[config.mk]
export PLATFORM = sky130hd
export DESIGN_NAME = reservation_ie_field_codec
export DESIGN_NICKNAME = d
export VERILOG_FILES = /design/src/common/ie_codec_pkg.sv /design/src/hw/reservation_ie_field_codec.sv
export SDC_FILE = /design/constraint.sdc
export NUM_CORES = 2
export LEC_CHECK = 0
export BUFFER_PORTS_ARGS = -buffer_cell sky130_fd_sc_hd__buf_2
export CORE_MARGIN = 4
export CORE_UTILIZATION = 55
export CTS_CLUSTER_DIAMETER = 150
export DETAILED_ROUTE_END_ITERATION = 16
export PLACE_DENSITY = 0.72
export SLEW_MARGIN = 10
export SYNTH_ARGS = -nofsm -noshare
export SYNTH_HDL_FRONTEND = slang
export SYNTH_SLANG_ARGS = --single-unit
[constraint.sdc]
create_clock -name SYS_CLK -period 3.95 [get_ports SYS_CLK]
set_clock_uncertainty 0.15 [all_clocks]
set_input_delay 0 -clock SYS_CLK [delete_from_list [all_inputs] [get_ports SYS_CLK]]
set_output_delay 0 -clock SYS_CLK [all_outputs]
set_load 0.01 [all_outputs]
[src/common/ie_codec_pkg.sv]
// shared constants, encodings and carriers for the reservation element codec
`default_nettype none
package ie_codec_pkg;
    // ****************************************
    // element identifiers and lengths
    // ****************************************
    localparam logic [7:0] EID_DRP = 8'h09;
    localparam logic [7:0] EID_AVAIL = 8'h08;
    localparam logic [7:0] EID_HIB_ANCHOR = 8'h11;
    localparam logic [7:0] EID_HIB_MODE = 8'h0A;
    localparam logic [7:0] HIB_MODE_LEN = 8'h02;
    localparam logic [7:0] DRP_LEN_BASE = 8'h04;
    localparam logic [5:0] AVAIL_MAX_OCTETS = 6'h20;
    localparam logic [5:0] ALLOC_MAX = 6'h3E;
    localparam int ZONES = 16;
    localparam int SLOTS_PER_ZONE = 16;
    localparam int ANCHORS = 2;

    // ****************************************
    // control word field positions
    // ****************************************
    localparam int CW_UNSAFE = 12;
    localparam int CW_TIE = 11;
    localparam int CW_OWNER = 10;
    localparam int CW_STATUS = 9;
    localparam int CW_REASON_LSB = 6;
    localparam int CW_STREAM_LSB = 3;
    localparam int CW_TYPE_LSB = 0;
    localparam int CW_RSVD_LSB = 13;

    // ****************************************
    // configuration register field positions
    // ****************************************
    localparam int CFG_TYPE_LSB = 0;
    localparam int CFG_STREAM_LSB = 3;
    localparam int CFG_REASON_LSB = 6;
    localparam int CFG_OWNER = 9;
    localparam int CFG_ESTABLISHED = 10;
    localparam int CFG_CONFLICT = 11;
    localparam int CFG_MODIFIED = 12;
    localparam int CFG_NEW_REQUEST = 13;
    localparam int CFG_TIE_RD = 14;
    localparam int ANC_VALID = 24;
    localparam int ANC_CD_LSB = 16;

    // ****************************************
    // register byte offsets
    // ****************************************
    localparam logic [7:0] A_CFG = 8'h00;
    localparam logic [7:0] A_PEER = 8'h04;
    localparam logic [7:0] A_DRP_HDR = 8'h08;
    localparam logic [7:0] A_ALLOC_PUSH = 8'h0C;
    localparam logic [7:0] A_ALLOC_CLR = 8'h10;
    localparam logic [7:0] A_HIB_MODE = 8'h14;
    localparam logic [7:0] A_HIB_HDR = 8'h18;
    localparam logic [7:0] A_ANCHOR0 = 8'h1C;
    localparam logic [7:0] A_ANCHOR1 = 8'h20;
    localparam logic [7:0] A_ANCHOR_HDR = 8'h24;
    localparam logic [7:0] A_AVAIL_LEN = 8'h28;
    localparam logic [7:0] A_AVAIL_HDR = 8'h2C;
    localparam logic [2:0] R_LIMIT = 3'h2;
    localparam logic [2:0] R_MASK = 3'h3;
    localparam logic [2:0] R_AVAIL = 3'h4;

    localparam logic [1:0] RESP_OKAY = 2'h0;
    localparam logic [1:0] RESP_DECERR = 2'h3;
    localparam logic [15:0] LFSR_SEED = 16'hACE1;

    // ****************************************
    // encodings
    // ****************************************
    typedef enum logic [2:0] {
        RT_ALIEN_BP = 3'h0,
        RT_HARD = 3'h1,
        RT_SOFT = 3'h2,
        RT_PRIVATE = 3'h3,
        RT_PCA = 3'h4
    } rtype_e;

    typedef enum logic [2:0] {
        RC_ACCEPTED = 3'h0,
        RC_CONFLICT = 3'h1,
        RC_PENDING = 3'h2,
        RC_DENIED = 3'h3,
        RC_MODIFIED = 3'h4,
        RC_CANCELLED = 3'h5
    } reason_e;

    // ****************************************
    // carriers
    // ****************************************
    typedef struct packed {
        logic awvalid;
        logic [7:0] awaddr;
        logic wvalid;
        logic [31:0] wdata;
        logic [3:0] wstrb;
        logic bready;
        logic arvalid;
        logic [7:0] araddr;
        logic rready;
    } axil_req_s;

    typedef struct packed {
        logic awready;
        logic wready;
        logic bvalid;
        logic [1:0] bresp;
        logic arready;
        logic rvalid;
        logic [1:0] rresp;
        logic [31:0] rdata;
    } axil_rsp_s;

    typedef struct packed {
        logic aw_got;
        logic [7:0] aw_addr;
        logic w_got;
        logic [31:0] w_data;
        logic [3:0] w_strb;
        logic bvalid;
        logic [1:0] bresp;
        logic rvalid;
        logic [1:0] rresp;
        logic [31:0] rdata;
        logic [2:0] rtype;
        logic [2:0] stream;
        logic [2:0] reason;
        logic owner;
        logic established;
        logic conflict;
        logic modified;
        logic tiebreak;
        logic [15:0] lfsr;
        logic [15:0] peer;
        logic [5:0] alloc_n;
        logic [255:0] alloc_mask;
        logic [255:0] limit;
        logic [255:0] avail;
        logic [5:0] avail_len;
        logic [7:0] hib_cd;
        logic [7:0] hib_dur;
        logic [1:0] anc_v;
        logic [1:0][7:0] anc_cd;
        logic [1:0][15:0] anc_addr;
    } state_s;

    localparam state_s STATE_RST = '{lfsr: LFSR_SEED, default: '0};
endpackage
`default_nettype wire

[src/hw/reservation_ie_field_codec.sv]
// reservation, availability and hibernation element codec with an AXI4-Lite register slave
// What this block does
// - reservation element: id 9, length 4+4N, control, peer address, allocations
// - control word: rsvd 15..13, unsafe 12, tie 11, owner 10, status 9, reason, stream, type
// - type codes: 0 alien, 1 hard, 2 soft, 3 private, 4 contention; 5..7 reserved
// - stream, reason and peer address are reserved for alien and contention types
// - reason codes 0 accepted to 5 cancelled; 6 and 7 reserved; the code accepts a written 6 or 7 and sends it in the control word
// - owner negotiating or device maintaining an established reservation sends reason zero
// - reason modified when slots were removed or elements combined or split
// - status zero while negotiating or in conflict, one when granted or maintained
// - owner bit one for owner, zero for target, reserved for alien type
// - tie-breaker drawn randomly at request, then held for the reservation
// - owner sends target address, target sends owner address
// - unsafe set when any allocated slot exceeds reservation limits
// - superframe is 16 zones of 16 consecutive slots each
// - each element holds one or more four-octet allocation fields; the code sends none, length 4, after reset or an allocation clear
// - zone bitmap bit n marks zone n as holding reserved slots
// - slot bitmap bit m reserves slot m in every flagged zone
// - availability element: id 8, length 0 to 32 octets
// - availability bitmap: 256 bits, lsb is the first slot
// - availability bit one when the sender can accept a reservation there
// - hibernation anchor element: id 17, length 3N, address plus wakeup countdown
// - wakeup countdown counts superframes left; zero means active next superframe
// - hibernation mode element: id 10, length 2, countdown zero ends this superframe
// - hibernation duration gives superframes the sender intends to hibernate
//
// The register offsets and register access over AXI4-Lite were chosen for this implementation.
`default_nettype none
module reservation_ie_field_codec (
    input wire logic SYS_CLK,
    input wire logic RSTN,
    input wire logic SF_TICK,
    input wire ie_codec_pkg::axil_req_s AXI_REQ,
    output var ie_codec_pkg::axil_rsp_s AXI_RSP
);
    import ie_codec_pkg::*;

    state_s s_r;
    state_s s_nxt;
    logic [15:0] ctrl_word;
    logic [15:0] peer_field;
    logic unsafe;
    logic typ_rsvd;
    logic [255:0] expand;
    logic [255:0] avail_trim;
    logic do_write;
    logic new_req;
    logic alloc_push;
    logic [31:0] rd_word;
    logic rd_hit;
    logic [7:0] anc_len;

    // ****************************************
    // byte-lane merge for partial writes
    // ****************************************
    function automatic logic [31:0] merge(input logic [31:0] old, input logic [31:0] nw,
                                          input logic [3:0] strb);
        logic [31:0] r;
        r = old;
        for (int b = 0; b < 4; b++) begin
            if (strb[b]) begin
                r[8*b +: 8] = nw[8*b +: 8];
            end
        end
        return r;
    endfunction

    // ****************************************
    // element field composition
    // ****************************************
    // alien and contention types carry no stream, reason or peer
    assign typ_rsvd = (s_r.rtype == RT_ALIEN_BP) || (s_r.rtype == RT_PCA);
    assign unsafe = |(s_r.alloc_mask & ~s_r.limit);

    // control word built from configuration; modified outranks the zero reason
    always_comb begin
        ctrl_word = 16'h0000;
        ctrl_word[CW_RSVD_LSB +: 3] = 3'h0;
        ctrl_word[CW_TYPE_LSB +: 3] = s_r.rtype;
        ctrl_word[CW_UNSAFE] = unsafe;
        ctrl_word[CW_TIE] = s_r.tiebreak;
        ctrl_word[CW_OWNER] = (s_r.rtype == RT_ALIEN_BP) ? 1'b0 : s_r.owner;
        ctrl_word[CW_STATUS] = s_r.established && !s_r.conflict;
        if (!typ_rsvd) begin
            ctrl_word[CW_STREAM_LSB +: 3] = s_r.stream;
            if (s_r.modified) begin
                ctrl_word[CW_REASON_LSB +: 3] = RC_MODIFIED;
            end else if (s_r.owner || s_r.established) begin
                ctrl_word[CW_REASON_LSB +: 3] = RC_ACCEPTED;
            end else begin
                ctrl_word[CW_REASON_LSB +: 3] = s_r.reason;
            end
        end
    end

    // software writes the other party's address for the role it plays
    assign peer_field = typ_rsvd ? 16'h0000 : s_r.peer;

    // zone by slot expansion of the word being written
    always_comb begin
        expand = '0;
        for (int z = 0; z < ZONES; z++) begin
            // slot 16z+m of the superframe sits in zone z at slot m
            if (s_r.w_data[z]) begin
                expand[SLOTS_PER_ZONE*z +: SLOTS_PER_ZONE] = s_r.w_data[31:16];
            end
        end
    end

    // octets beyond the advertised length read as zero
    always_comb begin
        avail_trim = '0;
        for (int o = 0; o < 32; o++) begin
            if (6'(o) < s_r.avail_len) begin
                avail_trim[8*o +: 8] = s_r.avail[8*o +: 8];
            end
        end
    end

    // anchor length is three octets per valid entry
    always_comb begin
        anc_len = 8'h00;
        for (int i = 0; i < ANCHORS; i++) begin
            if (s_r.anc_v[i]) begin
                anc_len = 8'(anc_len + 8'h03);
            end
        end
    end

    // ****************************************
    // bus handshakes
    // ****************************************
    // one write and one read in flight; address and data may arrive in either order
    always_comb begin
        AXI_RSP = '0;
        AXI_RSP.awready = !s_r.aw_got && !s_r.bvalid;
        AXI_RSP.wready = !s_r.w_got && !s_r.bvalid;
        AXI_RSP.bvalid = s_r.bvalid;
        AXI_RSP.bresp = s_r.bresp;
        AXI_RSP.arready = !s_r.rvalid;
        AXI_RSP.rvalid = s_r.rvalid;
        AXI_RSP.rresp = s_r.rresp;
        AXI_RSP.rdata = s_r.rdata;
    end

    assign do_write = s_r.aw_got && s_r.w_got;

    // ****************************************
    // read mux
    // ****************************************
    always_comb begin
        rd_word = 32'h0000_0000;
        rd_hit = 1'b1;
        if (AXI_REQ.araddr[7:5] == R_LIMIT) begin
            rd_word = s_r.limit[32*AXI_REQ.araddr[4:2] +: 32];
        end else if (AXI_REQ.araddr[7:5] == R_MASK) begin
            rd_word = s_r.alloc_mask[32*AXI_REQ.araddr[4:2] +: 32];
        end else if (AXI_REQ.araddr[7:5] == R_AVAIL) begin
            rd_word = avail_trim[32*AXI_REQ.araddr[4:2] +: 32];
        end else begin
            unique case (AXI_REQ.araddr)
                A_CFG: begin
                    rd_word[CFG_TYPE_LSB +: 3] = s_r.rtype;
                    rd_word[CFG_STREAM_LSB +: 3] = s_r.stream;
                    rd_word[CFG_REASON_LSB +: 3] = s_r.reason;
                    rd_word[CFG_OWNER] = s_r.owner;
                    rd_word[CFG_ESTABLISHED] = s_r.established;
                    rd_word[CFG_CONFLICT] = s_r.conflict;
                    rd_word[CFG_MODIFIED] = s_r.modified;
                    rd_word[CFG_TIE_RD] = s_r.tiebreak;
                end
                A_PEER: rd_word = {peer_field, s_r.peer};
                A_DRP_HDR: rd_word = {8'(DRP_LEN_BASE + {s_r.alloc_n, 2'b00}), EID_DRP,
                                      ctrl_word};
                A_ALLOC_PUSH: rd_word = {26'h0, s_r.alloc_n};
                A_HIB_MODE: rd_word = {16'h0000, s_r.hib_dur, s_r.hib_cd};
                A_HIB_HDR: rd_word = {s_r.hib_dur, s_r.hib_cd, HIB_MODE_LEN, EID_HIB_MODE};
                A_ANCHOR0: rd_word = {7'h00, s_r.anc_v[0], s_r.anc_cd[0], s_r.anc_addr[0]};
                A_ANCHOR1: rd_word = {7'h00, s_r.anc_v[1], s_r.anc_cd[1], s_r.anc_addr[1]};
                A_ANCHOR_HDR: rd_word = {16'h0000, anc_len, EID_HIB_ANCHOR};
                A_AVAIL_LEN: rd_word = {26'h0, s_r.avail_len};
                A_AVAIL_HDR: rd_word = {16'h0000, 2'b00, s_r.avail_len, EID_AVAIL};
                default: rd_hit = 1'b0;
            endcase
        end
    end

    // ****************************************
    // next state
    // ****************************************
    // superframe countdowns run first so that a software write in the same cycle wins
    always_comb begin
        logic [31:0] w;
        logic wr_hit;
        w = 32'h0000_0000;
        wr_hit = 1'b1;
        new_req = 1'b0;
        alloc_push = 1'b0;
        s_nxt = s_r;
        s_nxt.lfsr = {s_r.lfsr[14:0], s_r.lfsr[15] ^ s_r.lfsr[13] ^ s_r.lfsr[12] ^ s_r.lfsr[10]};
        if (SF_TICK) begin
            if (s_r.hib_cd != 8'h00) begin
                s_nxt.hib_cd = 8'(s_r.hib_cd - 8'h01);
            end
            for (int i = 0; i < ANCHORS; i++) begin
                if (s_r.anc_v[i]) begin
                    if (s_r.anc_cd[i] == 8'h00) begin
                        s_nxt.anc_v[i] = 1'b0;
                    end else begin
                        s_nxt.anc_cd[i] = 8'(s_r.anc_cd[i] - 8'h01);
                    end
                end
            end
        end
        if (AXI_REQ.awvalid && !s_r.aw_got && !s_r.bvalid) begin
            s_nxt.aw_got = 1'b1;
            s_nxt.aw_addr = AXI_REQ.awaddr;
        end
        if (AXI_REQ.wvalid && !s_r.w_got && !s_r.bvalid) begin
            s_nxt.w_got = 1'b1;
            s_nxt.w_data = AXI_REQ.wdata;
            s_nxt.w_strb = AXI_REQ.wstrb;
        end
        if (s_r.bvalid && AXI_REQ.bready) begin
            s_nxt.bvalid = 1'b0;
        end
        if (do_write) begin
            s_nxt.aw_got = 1'b0;
            s_nxt.w_got = 1'b0;
            s_nxt.bvalid = 1'b1;
            if (s_r.aw_addr[7:5] == R_LIMIT) begin
                s_nxt.limit[32*s_r.aw_addr[4:2] +: 32] =
                    merge(s_r.limit[32*s_r.aw_addr[4:2] +: 32], s_r.w_data, s_r.w_strb);
            end else if (s_r.aw_addr[7:5] == R_AVAIL) begin
                s_nxt.avail[32*s_r.aw_addr[4:2] +: 32] =
                    merge(s_r.avail[32*s_r.aw_addr[4:2] +: 32], s_r.w_data, s_r.w_strb);
            end else if (s_r.aw_addr[7:5] == R_MASK) begin
                wr_hit = 1'b1;
            end else begin
                unique case (s_r.aw_addr)
                    A_CFG: begin
                        w = merge(32'h0000_0000, s_r.w_data, s_r.w_strb);
                        // reserved type codes are refused, the old type stays
                        if (w[CFG_TYPE_LSB +: 3] <= RT_PCA) begin
                            s_nxt.rtype = w[CFG_TYPE_LSB +: 3];
                        end
                        s_nxt.stream = w[CFG_STREAM_LSB +: 3];
                        s_nxt.reason = w[CFG_REASON_LSB +: 3];
                        s_nxt.owner = w[CFG_OWNER];
                        s_nxt.established = w[CFG_ESTABLISHED];
                        s_nxt.conflict = w[CFG_CONFLICT];
                        s_nxt.modified = w[CFG_MODIFIED];
                        new_req = w[CFG_NEW_REQUEST];
                        if (new_req) begin
                            s_nxt.tiebreak = s_r.lfsr[0];
                        end
                    end
                    A_PEER: begin
                        w = merge({16'h0000, s_r.peer}, s_r.w_data, s_r.w_strb);
                        s_nxt.peer = w[15:0];
                    end
                    A_ALLOC_PUSH: begin
                        // the length octet caps the field count
                        if (s_r.alloc_n < ALLOC_MAX) begin
                            alloc_push = 1'b1;
                            s_nxt.alloc_n = 6'(s_r.alloc_n + 6'h01);
                            s_nxt.alloc_mask = s_r.alloc_mask | expand;
                        end
                    end
                    A_ALLOC_CLR: begin
                        s_nxt.alloc_n = 6'h00;
                        s_nxt.alloc_mask = '0;
                    end
                    A_HIB_MODE: begin
                        w = merge({16'h0000, s_r.hib_dur, s_r.hib_cd}, s_r.w_data, s_r.w_strb);
                        s_nxt.hib_cd = w[7:0];
                        s_nxt.hib_dur = w[15:8];
                    end
                    A_ANCHOR0, A_ANCHOR1: begin
                        w = s_r.w_data;
                        s_nxt.anc_v[s_r.aw_addr[5]] = w[ANC_VALID];
                        s_nxt.anc_cd[s_r.aw_addr[5]] = w[ANC_CD_LSB +: 8];
                        s_nxt.anc_addr[s_r.aw_addr[5]] = w[15:0];
                    end
                    A_AVAIL_LEN: begin
                        w = s_r.w_data;
                        s_nxt.avail_len = (w[7:0] > 8'(AVAIL_MAX_OCTETS)) ? AVAIL_MAX_OCTETS :
                                          w[5:0];
                    end
                    A_DRP_HDR, A_HIB_HDR, A_ANCHOR_HDR, A_AVAIL_HDR: wr_hit = 1'b1;
                    default: wr_hit = 1'b0;
                endcase
            end
            s_nxt.bresp = wr_hit ? RESP_OKAY : RESP_DECERR;
        end
        if (s_r.rvalid && AXI_REQ.rready) begin
            s_nxt.rvalid = 1'b0;
        end
        if (AXI_REQ.arvalid && !s_r.rvalid) begin
            s_nxt.rvalid = 1'b1;
            s_nxt.rdata = rd_word;
            s_nxt.rresp = rd_hit ? RESP_OKAY : RESP_DECERR;
        end
    end

    // single state register, synchronous reset
    always_ff @(posedge SYS_CLK) begin
        if (!RSTN) begin
            s_r <= STATE_RST;
        end else begin
            s_r <= s_nxt;
        end
    end
endmodule
`default_nettype wire

# [After elaboration in Yosys (flattened, before gate mapping)]
# Index checks and enable logic that the tools add are counted.
[totals] out_inout_bits=41 elab_cells=319 in_bits=60 regBits=976
[op_classes] n_reduce_logical=44 mux=150 n_eq_ne=30 bitwise=10 n_shift=8 order_cmp=37 addsub=7
[op_table] cell="indexed part select 256 x 9 -> 32 bit" n=5
[op_table] cell="two-way mux 8 bit" n=76
[op_table] cell="case mux 262 bit (2 select lines)" n=1
[op_table] cell="bitwise mux 256 bit" n=2
[op_table] cell="indexed part select 32 x 34 -> 256 bit" n=2
[op_table] cell="two-way mux 16 bit" n=19
[op_table] cell="two-way mux 66 bit" n=4
[op_table] cell="two-way mux 262 bit" n=1
[op_table] cell="AND 256 bit" n=1
[op_table] cell="NOT 256 bit" n=1
[op_table] cell="bitwise OR 256 bit" n=1
[op_table] cell="OR reduction 256 bit" n=1
[op_table] cell="variable shift 32 x 34 -> 256 bit (first input constant)" n=1
[op_table] cell="case mux 13 bit (11 select lines)" n=1
[op_table] cell="case mux 17 bit (7 select lines)" n=1
[op_table] cell="less-than comparator 5 x 6 -> 1 bit (first input constant)" n=16
[op_table] cell="two-way mux 32 bit" n=3
[op_table] cell="== test 8 x 6 -> 1 bit (second input constant)" n=8
[op_table] cell="== test 8 x 5 -> 1 bit (second input constant)" n=7
[op_table] cell="two-way mux 50 bit" n=1
[op_table] cell="less-than comparator 4 x 6 -> 1 bit (first input constant)" n=8
[op_table] cell="two-way mux 6 bit" n=8
[op_table] cell="AND reduction 6 bit" n=6
[op_table] cell="two-way mux 35 bit" n=1
[op_table] cell="45 further kinds" n=111

# [Longest topological paths before layout]
[depth] ltp_word=10 mapped_depth=13 depth_no_buf=9

# [Worst setup path after synthesis]
# Ideal clock, no wire load.
[synth_timing] path_kind="reg2reg" from="register s_r[970] (netlist name)" to="register s_r[510] (netlist name)" setup_time_ns=0.134 synth_period_minus_slack_ns=3.038 arrival_ns=2.755 n_path_buf=4 required_ns=3.666 path_stages_with_launch=12 slack_ns=0.912 path_cell_list="dfxtp_1 clkbuf_1 buf_2 buf_1 inv_1 ha_1 ha_1 nor3_1 a21oi_1 clkbuf_1 nand2_1 o21ai_0"
[synth_between] elab_chain_cells=6 word_cells_on_any_way=17 cone_classes="add/sub (1); shift (3); mux (13)"
[synth_lines] element="start: declaration" line="reservation_ie_field_codec.sv:38" rtl="state_s s_r;"
[synth_lines] element="start signal: assignment" line="reservation_ie_field_codec.sv:311" rtl="s_r <= s_nxt;"
[synth_lines] element="indexed part select 256 x 9 -> 32 bit" line="reservation_ie_field_codec.sv:233" rtl="merge(s_r.limit[32*s_r.aw_addr[4:2] +: 32], s_r.w_data, s_r.w_strb);"
[synth_lines] element="two-way mux 8 bit" line="reservation_ie_field_codec.sv:61" rtl="if (strb[b]) begin"
[synth_lines] element="two-way mux 8 bit" line="reservation_ie_field_codec.sv:231" rtl="if (s_r.aw_addr[7:5] == R_LIMIT) begin"
[synth_lines] element="two-way mux 8 bit" line="reservation_ie_field_codec.sv:227" rtl="if (do_write) begin"
[synth_lines] element="indexed part select 32 x 34 -> 256 bit" line="reservation_ie_field_codec.sv:232" rtl="s_nxt.limit[32*s_r.aw_addr[4:2] +: 32] ="
[synth_lines] element="bitwise mux 256 bit (*)" line="reservation_ie_field_codec.sv:232"
# Every way passes the cells marked *; elsewhere a longest branch is shown, timed or not. The select of a mux whose other input is x is not followed.
# A chain may end at the register's enable or synchronous reset.

# [Worst setup path in the final report]
[layout_timing] from="register s_r[71] (netlist name)" to="register s_r (netlist bit AXI_RSP[23])"
[layout_between] elab_chain_cells=6 word_cells_on_any_way=20 cone_classes="order compare (8); shift (1); mux (11)"
[layout_lines] element="less-than comparator 2 x 6 -> 1 bit (tied with other cells)" line="reservation_ie_field_codec.sv:114" rtl="if (6'(o) < s_r.avail_len) begin"
[layout_lines] element="two-way mux 8 bit" line="reservation_ie_field_codec.sv:114"
[layout_lines] element="indexed part select 256 x 9 -> 32 bit (*)" line="reservation_ie_field_codec.sv:159" rtl="rd_word = avail_trim[32*AXI_REQ.araddr[4:2] +: 32];"
[layout_lines] element="two-way mux 32 bit (*)" line="reservation_ie_field_codec.sv:158" rtl="end else if (AXI_REQ.araddr[7:5] == R_AVAIL) begin"
[layout_lines] element="two-way mux 32 bit (*)" line="reservation_ie_field_codec.sv:156" rtl="end else if (AXI_REQ.araddr[7:5] == R_MASK) begin"
[layout_lines] element="two-way mux 32 bit (*)" line="reservation_ie_field_codec.sv:154" rtl="if (AXI_REQ.araddr[7:5] == R_LIMIT) begin"
# Every way passes the cells marked *; elsewhere a longest branch is shown, timed or not.

==> results <==
- After layout, the worst setup slack is 0.626 ns.
- The final period demand of the worst path is approximately 3.3 ns.
- The detailed-router iteration count before antenna repair is 11.
- The number of hold violations in the final report is 0.
- The Yosys warning count is 0.
- On the critical path, the stage with the largest delay is an instance of dfxtp_1.
- Across all layers, the routed design uses roughly 44000 vias.
- The global routing's busiest layer is met2.
- The library cell appearing most often on the critical path is nor2_1.
- The CTS buffer count is ~100.
- The share of total power dissipated in sequential elements is about 45%.
- The total area inside the core boundary comes to between 0.08 and 0.09 mm^2.
- The critical path is of the reg -> reg type.
- The design draws 22.5 mW.
- Along the worst hold path, the cell count comes to 7.
- The category of the worst setup path capture point is a flop.
- The net count after synthesis is 5112.
- The count of buffers from port buffering is 100.
- The first global-routing pass estimated approximately 270 mm of wire.
- The CTS tree is yes.
- The share of total power in the clock network is between 40% and 50%.
- After synthesis the netlist holds a flip-flop and latch count of around 1000.
- With fillers left out, the area of the finished cells amounts to between 0.05 and 0.06 mm^2.
- The starting utilization of the core area is between 50% and 60%.
- The via count of the first global-routing pass came to ~41000.
- The peak supply drop is between 0.3 and 0.4 mV.
- The largest incremental delay on the critical path is roughly 0.65 ns.
- At the later pin of the worst-skew pair, clock insertion delay measures 0.71 ns.
- Along the worst path, the maximum fanout reaches 14.
- The commonest cells after synthesis are dfxtp_1 (974), nand2_1 (688), nor2_1 (571).
- The flow ran to the end, and the final reports show no timing, DRC or antenna violations.
- The total internal power is approximately 17 mW.
- The detail route stage leaves a number of antenna-violating nets equal to 0.
- The final-stage net count is about 5200.
- The depth of the worst register-to-register path is 7.
- For this design, the sink count on the clock tree is approximately 970.
- In the global route stage, met2 resource usage came out at 60.9%.
- Among all flip-flop cells after synthesis, the most frequent one is dfxtp_1.
- After synthesis, the cell types taking the most area are dfxtp_1 (43%), mux4_2 (13%), nand2_1 (5.6%), a22o_1 (5.2%), o21ai_0 (5.0%).
- The top cell type's share of synthesized area is 42.6%.
- Synthesis handed over a netlist of 5037 instances.
- The non-filler instance count after layout is between 6000 and 7000.
- Traced cell by cell, the critical path runs through nor2_1, nor2_1, o21a_1, a221o_1, a221oi_1, a21oi_1, o221a_2.
- The final count of negative-setup-slack endpoints is 0.
- Routability-driven placement finished with a final weighted congestion of between 1 and 1.5.
- The met3 layer usage reported by global route is 14.8%.
- Yosys mapped the design onto between 70 and 80 distinct sky130hd cell types.
- The cell area that synthesis handed to floorplanning was 0.0458 mm^2.
- The number of filler cells placed in the layout is ~6700.
- The register cell area after layout is 0.0195 mm^2.
- The mean instance size in the synthesized netlist is 9.09 um^2.
- Headroom to the max-slew limit came out at between 10% and 20%.
- The initial antenna violation count is 20.
- The HPWL after detailed placement is between 100 and 150 mm.
- Summed over all nets, the switching power comes to a little under 6 mW.
- The H-tree was split into 3 levels.
- The post-detailed-route DRC marker count is 0.
- The area growth from synthesis to final layout is 14.4%.
- In this run the cell area measured after placement is 0.0472 mm^2.
- In the synthesized netlist the async set-or-reset flop fraction comes to 0%.
- Max-cap violations in this run came to 0.
- The required time reported for the critical path endpoint is 4.44 ns.
- The vertical die dimension is a little under 300 um.
- dfxtp_1 takes more of the synthesized area than any other cell.
- The power per unit of standard cell area is ~430 mW/mm^2.
- The count of standard-cell rows is roughly 110.
- The critical path depth is 7.
- The worst-case hold slack is 0.0871 ns.
- Dividing the final minimum period by the clock period gives a little over four fifths.
- The area of the multi-input gates is 0.0241 mm^2.
- The horizontal die dimension is roughly 300 um.
- Of the total power, the share spent switching nets is between 20% and 30%.
- The worst path buffer plus inverter count is 0.
- The fraction of final layout cells sized beyond drive strength 1 is between 10% and 20%.
- The via-per-instance ratio is 6.98.
- The cell total after placement is between 5000 and 6000.
- The wire length per cell is roughly 30 um.
- The setup total negative slack is 0 ns.
- Combinational cells account for about a tenth of the total power.
- The analysis attributes to cell leakage a power of ~19 nW.
- Clock-pin slew was measured on the worst setup and hold paths at ~0.060 ns.
- The core utilization of the finished layout is roughly 64%.
- The number of hold buffers added after cts is ~160.
- The first-iteration detailed-routing DRC count is 6797.
- Setup repair after global routing left no endpoint under its margin.
- The buffer levels on the longest clock path is 3.
- Global routing consumed, on the met1 layer, approximately 52% of the routing resources.
- The slew at the pin with the worst max-slew slack is around 1.3 ns.
- The highest clock frequency the design can meet is between 0.3 and 0.4 GHz.
- The buffer count from post-CTS setup fixing is 0.
- The post-synthesis sequential area ratio is between 40% and 50%.
- The sum of routed wire length over all layers is about 190 mm.
- The clock tree root buffer cell is clkbuf_16.
- Once the clock tree was built, the resizer swapped 0 gates to a different size.
- Global routing consumed, over all layers together, between 40% and 50% of the routing resources.
- The final number of max-transition violations is 0.
- The cell with the most instances after synthesis is dfxtp_1.
- Entering global routing, the biggest net connects between 150 and 200 pins.
- The worst setup slack after placement is 0.864 ns.
- For the worst setup path, the data arrival time is ~3.8 ns.
- The I/O pin total is between 100 and 150.
- After global routing the overflow that remains totals 0.
- The floorplan step defined a die boundary enclosing between 0.08 and 0.09 mm^2.
- The worst setup path is launched from a flop.
- The type of the tightest min-delay check is in -> reg.
- Counting flops with a built-in enable in the synthesized netlist gives 0.
- On the critical path the largest part of the delay comes from compound AO/OA/AOI/OAI gates.
state kept, by name (all words and copies together), names as in the netlist:
signal	cells
s_r	919
AXI_RSP	36
s_nxt	15
ctrl_word	4
final cells by class:
cell class                      instances  area share [%]
Timing Repair Buffer                  435            6.83
Clock inverter                         48            1.18
Sequential cell                       974            37.2
Tap cell                             1070            2.56
Antenna cell                            8          0.0382
Multi-Input combinational cell       3534            46.0
Inverter                               85           0.628
Clock buffer                          145            5.53
layer usage:
layer | wire length (um) | vias up | share of wire (%)
li1 | - | 18400 | -
met4 | 14600 | 26 | 7.8
met3 | 28700 | 920 | 15
met1 | 65100 | 20900 | 35
met5 | 178 | - | 0.095
met2 | 78700 | 3755 | 42
worst reg2reg max path, delay by kind of cell, from the launching register on:
family / cells / cell delay, ns
DFF: 1 / 0.65
AOI/OAI and AO/OA: 5 / 1.71
and+or+nand+nor: 2 / 0.75
worst paths after layout:
path	slack, ns	endpoint	from
worst max register to register	0.63	AXI_RSP[23]	s_r[71]
worst min-delay path	0.09	AXI_RSP[4]	AXI_REQ[1]
worst min register to register	0.26	s_r[877]	s_nxt[877]
worst max-delay path	0.63	AXI_RSP[23]	s_r[71]
cell usage in the layout, fill, tap and decap left out, types with 68 or more instances in the layout:
| master | instances |
|---|---|
| mux2i_1 | 78 |
| a21oi_1 | 349 |
| buf_2 | 98 |
| inv_1 | 82 |
| dlygate4sd3_1 | 164 |
| nand2_1 | 683 |
| dfxtp_1 | 969 |
| nor2b_1 | 198 |
| a2111oi_0 | 68 |
| o21ai_1 | 72 |
| mux4_2 | 256 |
| a22o_1 | 272 |
| nor2_1 | 571 |
| buf_4 | 160 |
| clkbuf_16 | 103 |
| o21ai_0 | 457 |
power by group through the flow:
stage          registers [mW]  clock network [mW]  logic [mW]
5_1_grt                  10.2                10.6        2.19
3_3_place_gp             10.4                   0        1.85
3_5_place_dp             10.4                   0        1.86
2_1_floorplan            10.2                   0        1.24
6_report                 10.2                10.2        2.10
4_1_cts                  10.1                10.2        2.00
cells by family after synthesis:
group	count (synthesis)	share of synthesized area, %
and+or+nand+nor	1700	16.4
muxes	334	14.3
adders and majority gates	15	0.410
DFF	974	42.6
buffers and inverters	529	5.20
xor gates and xnor gates	13	0.249
AOI/OAI and AO/OA	1472	20.8
Power figures use the tool's default switching activity.
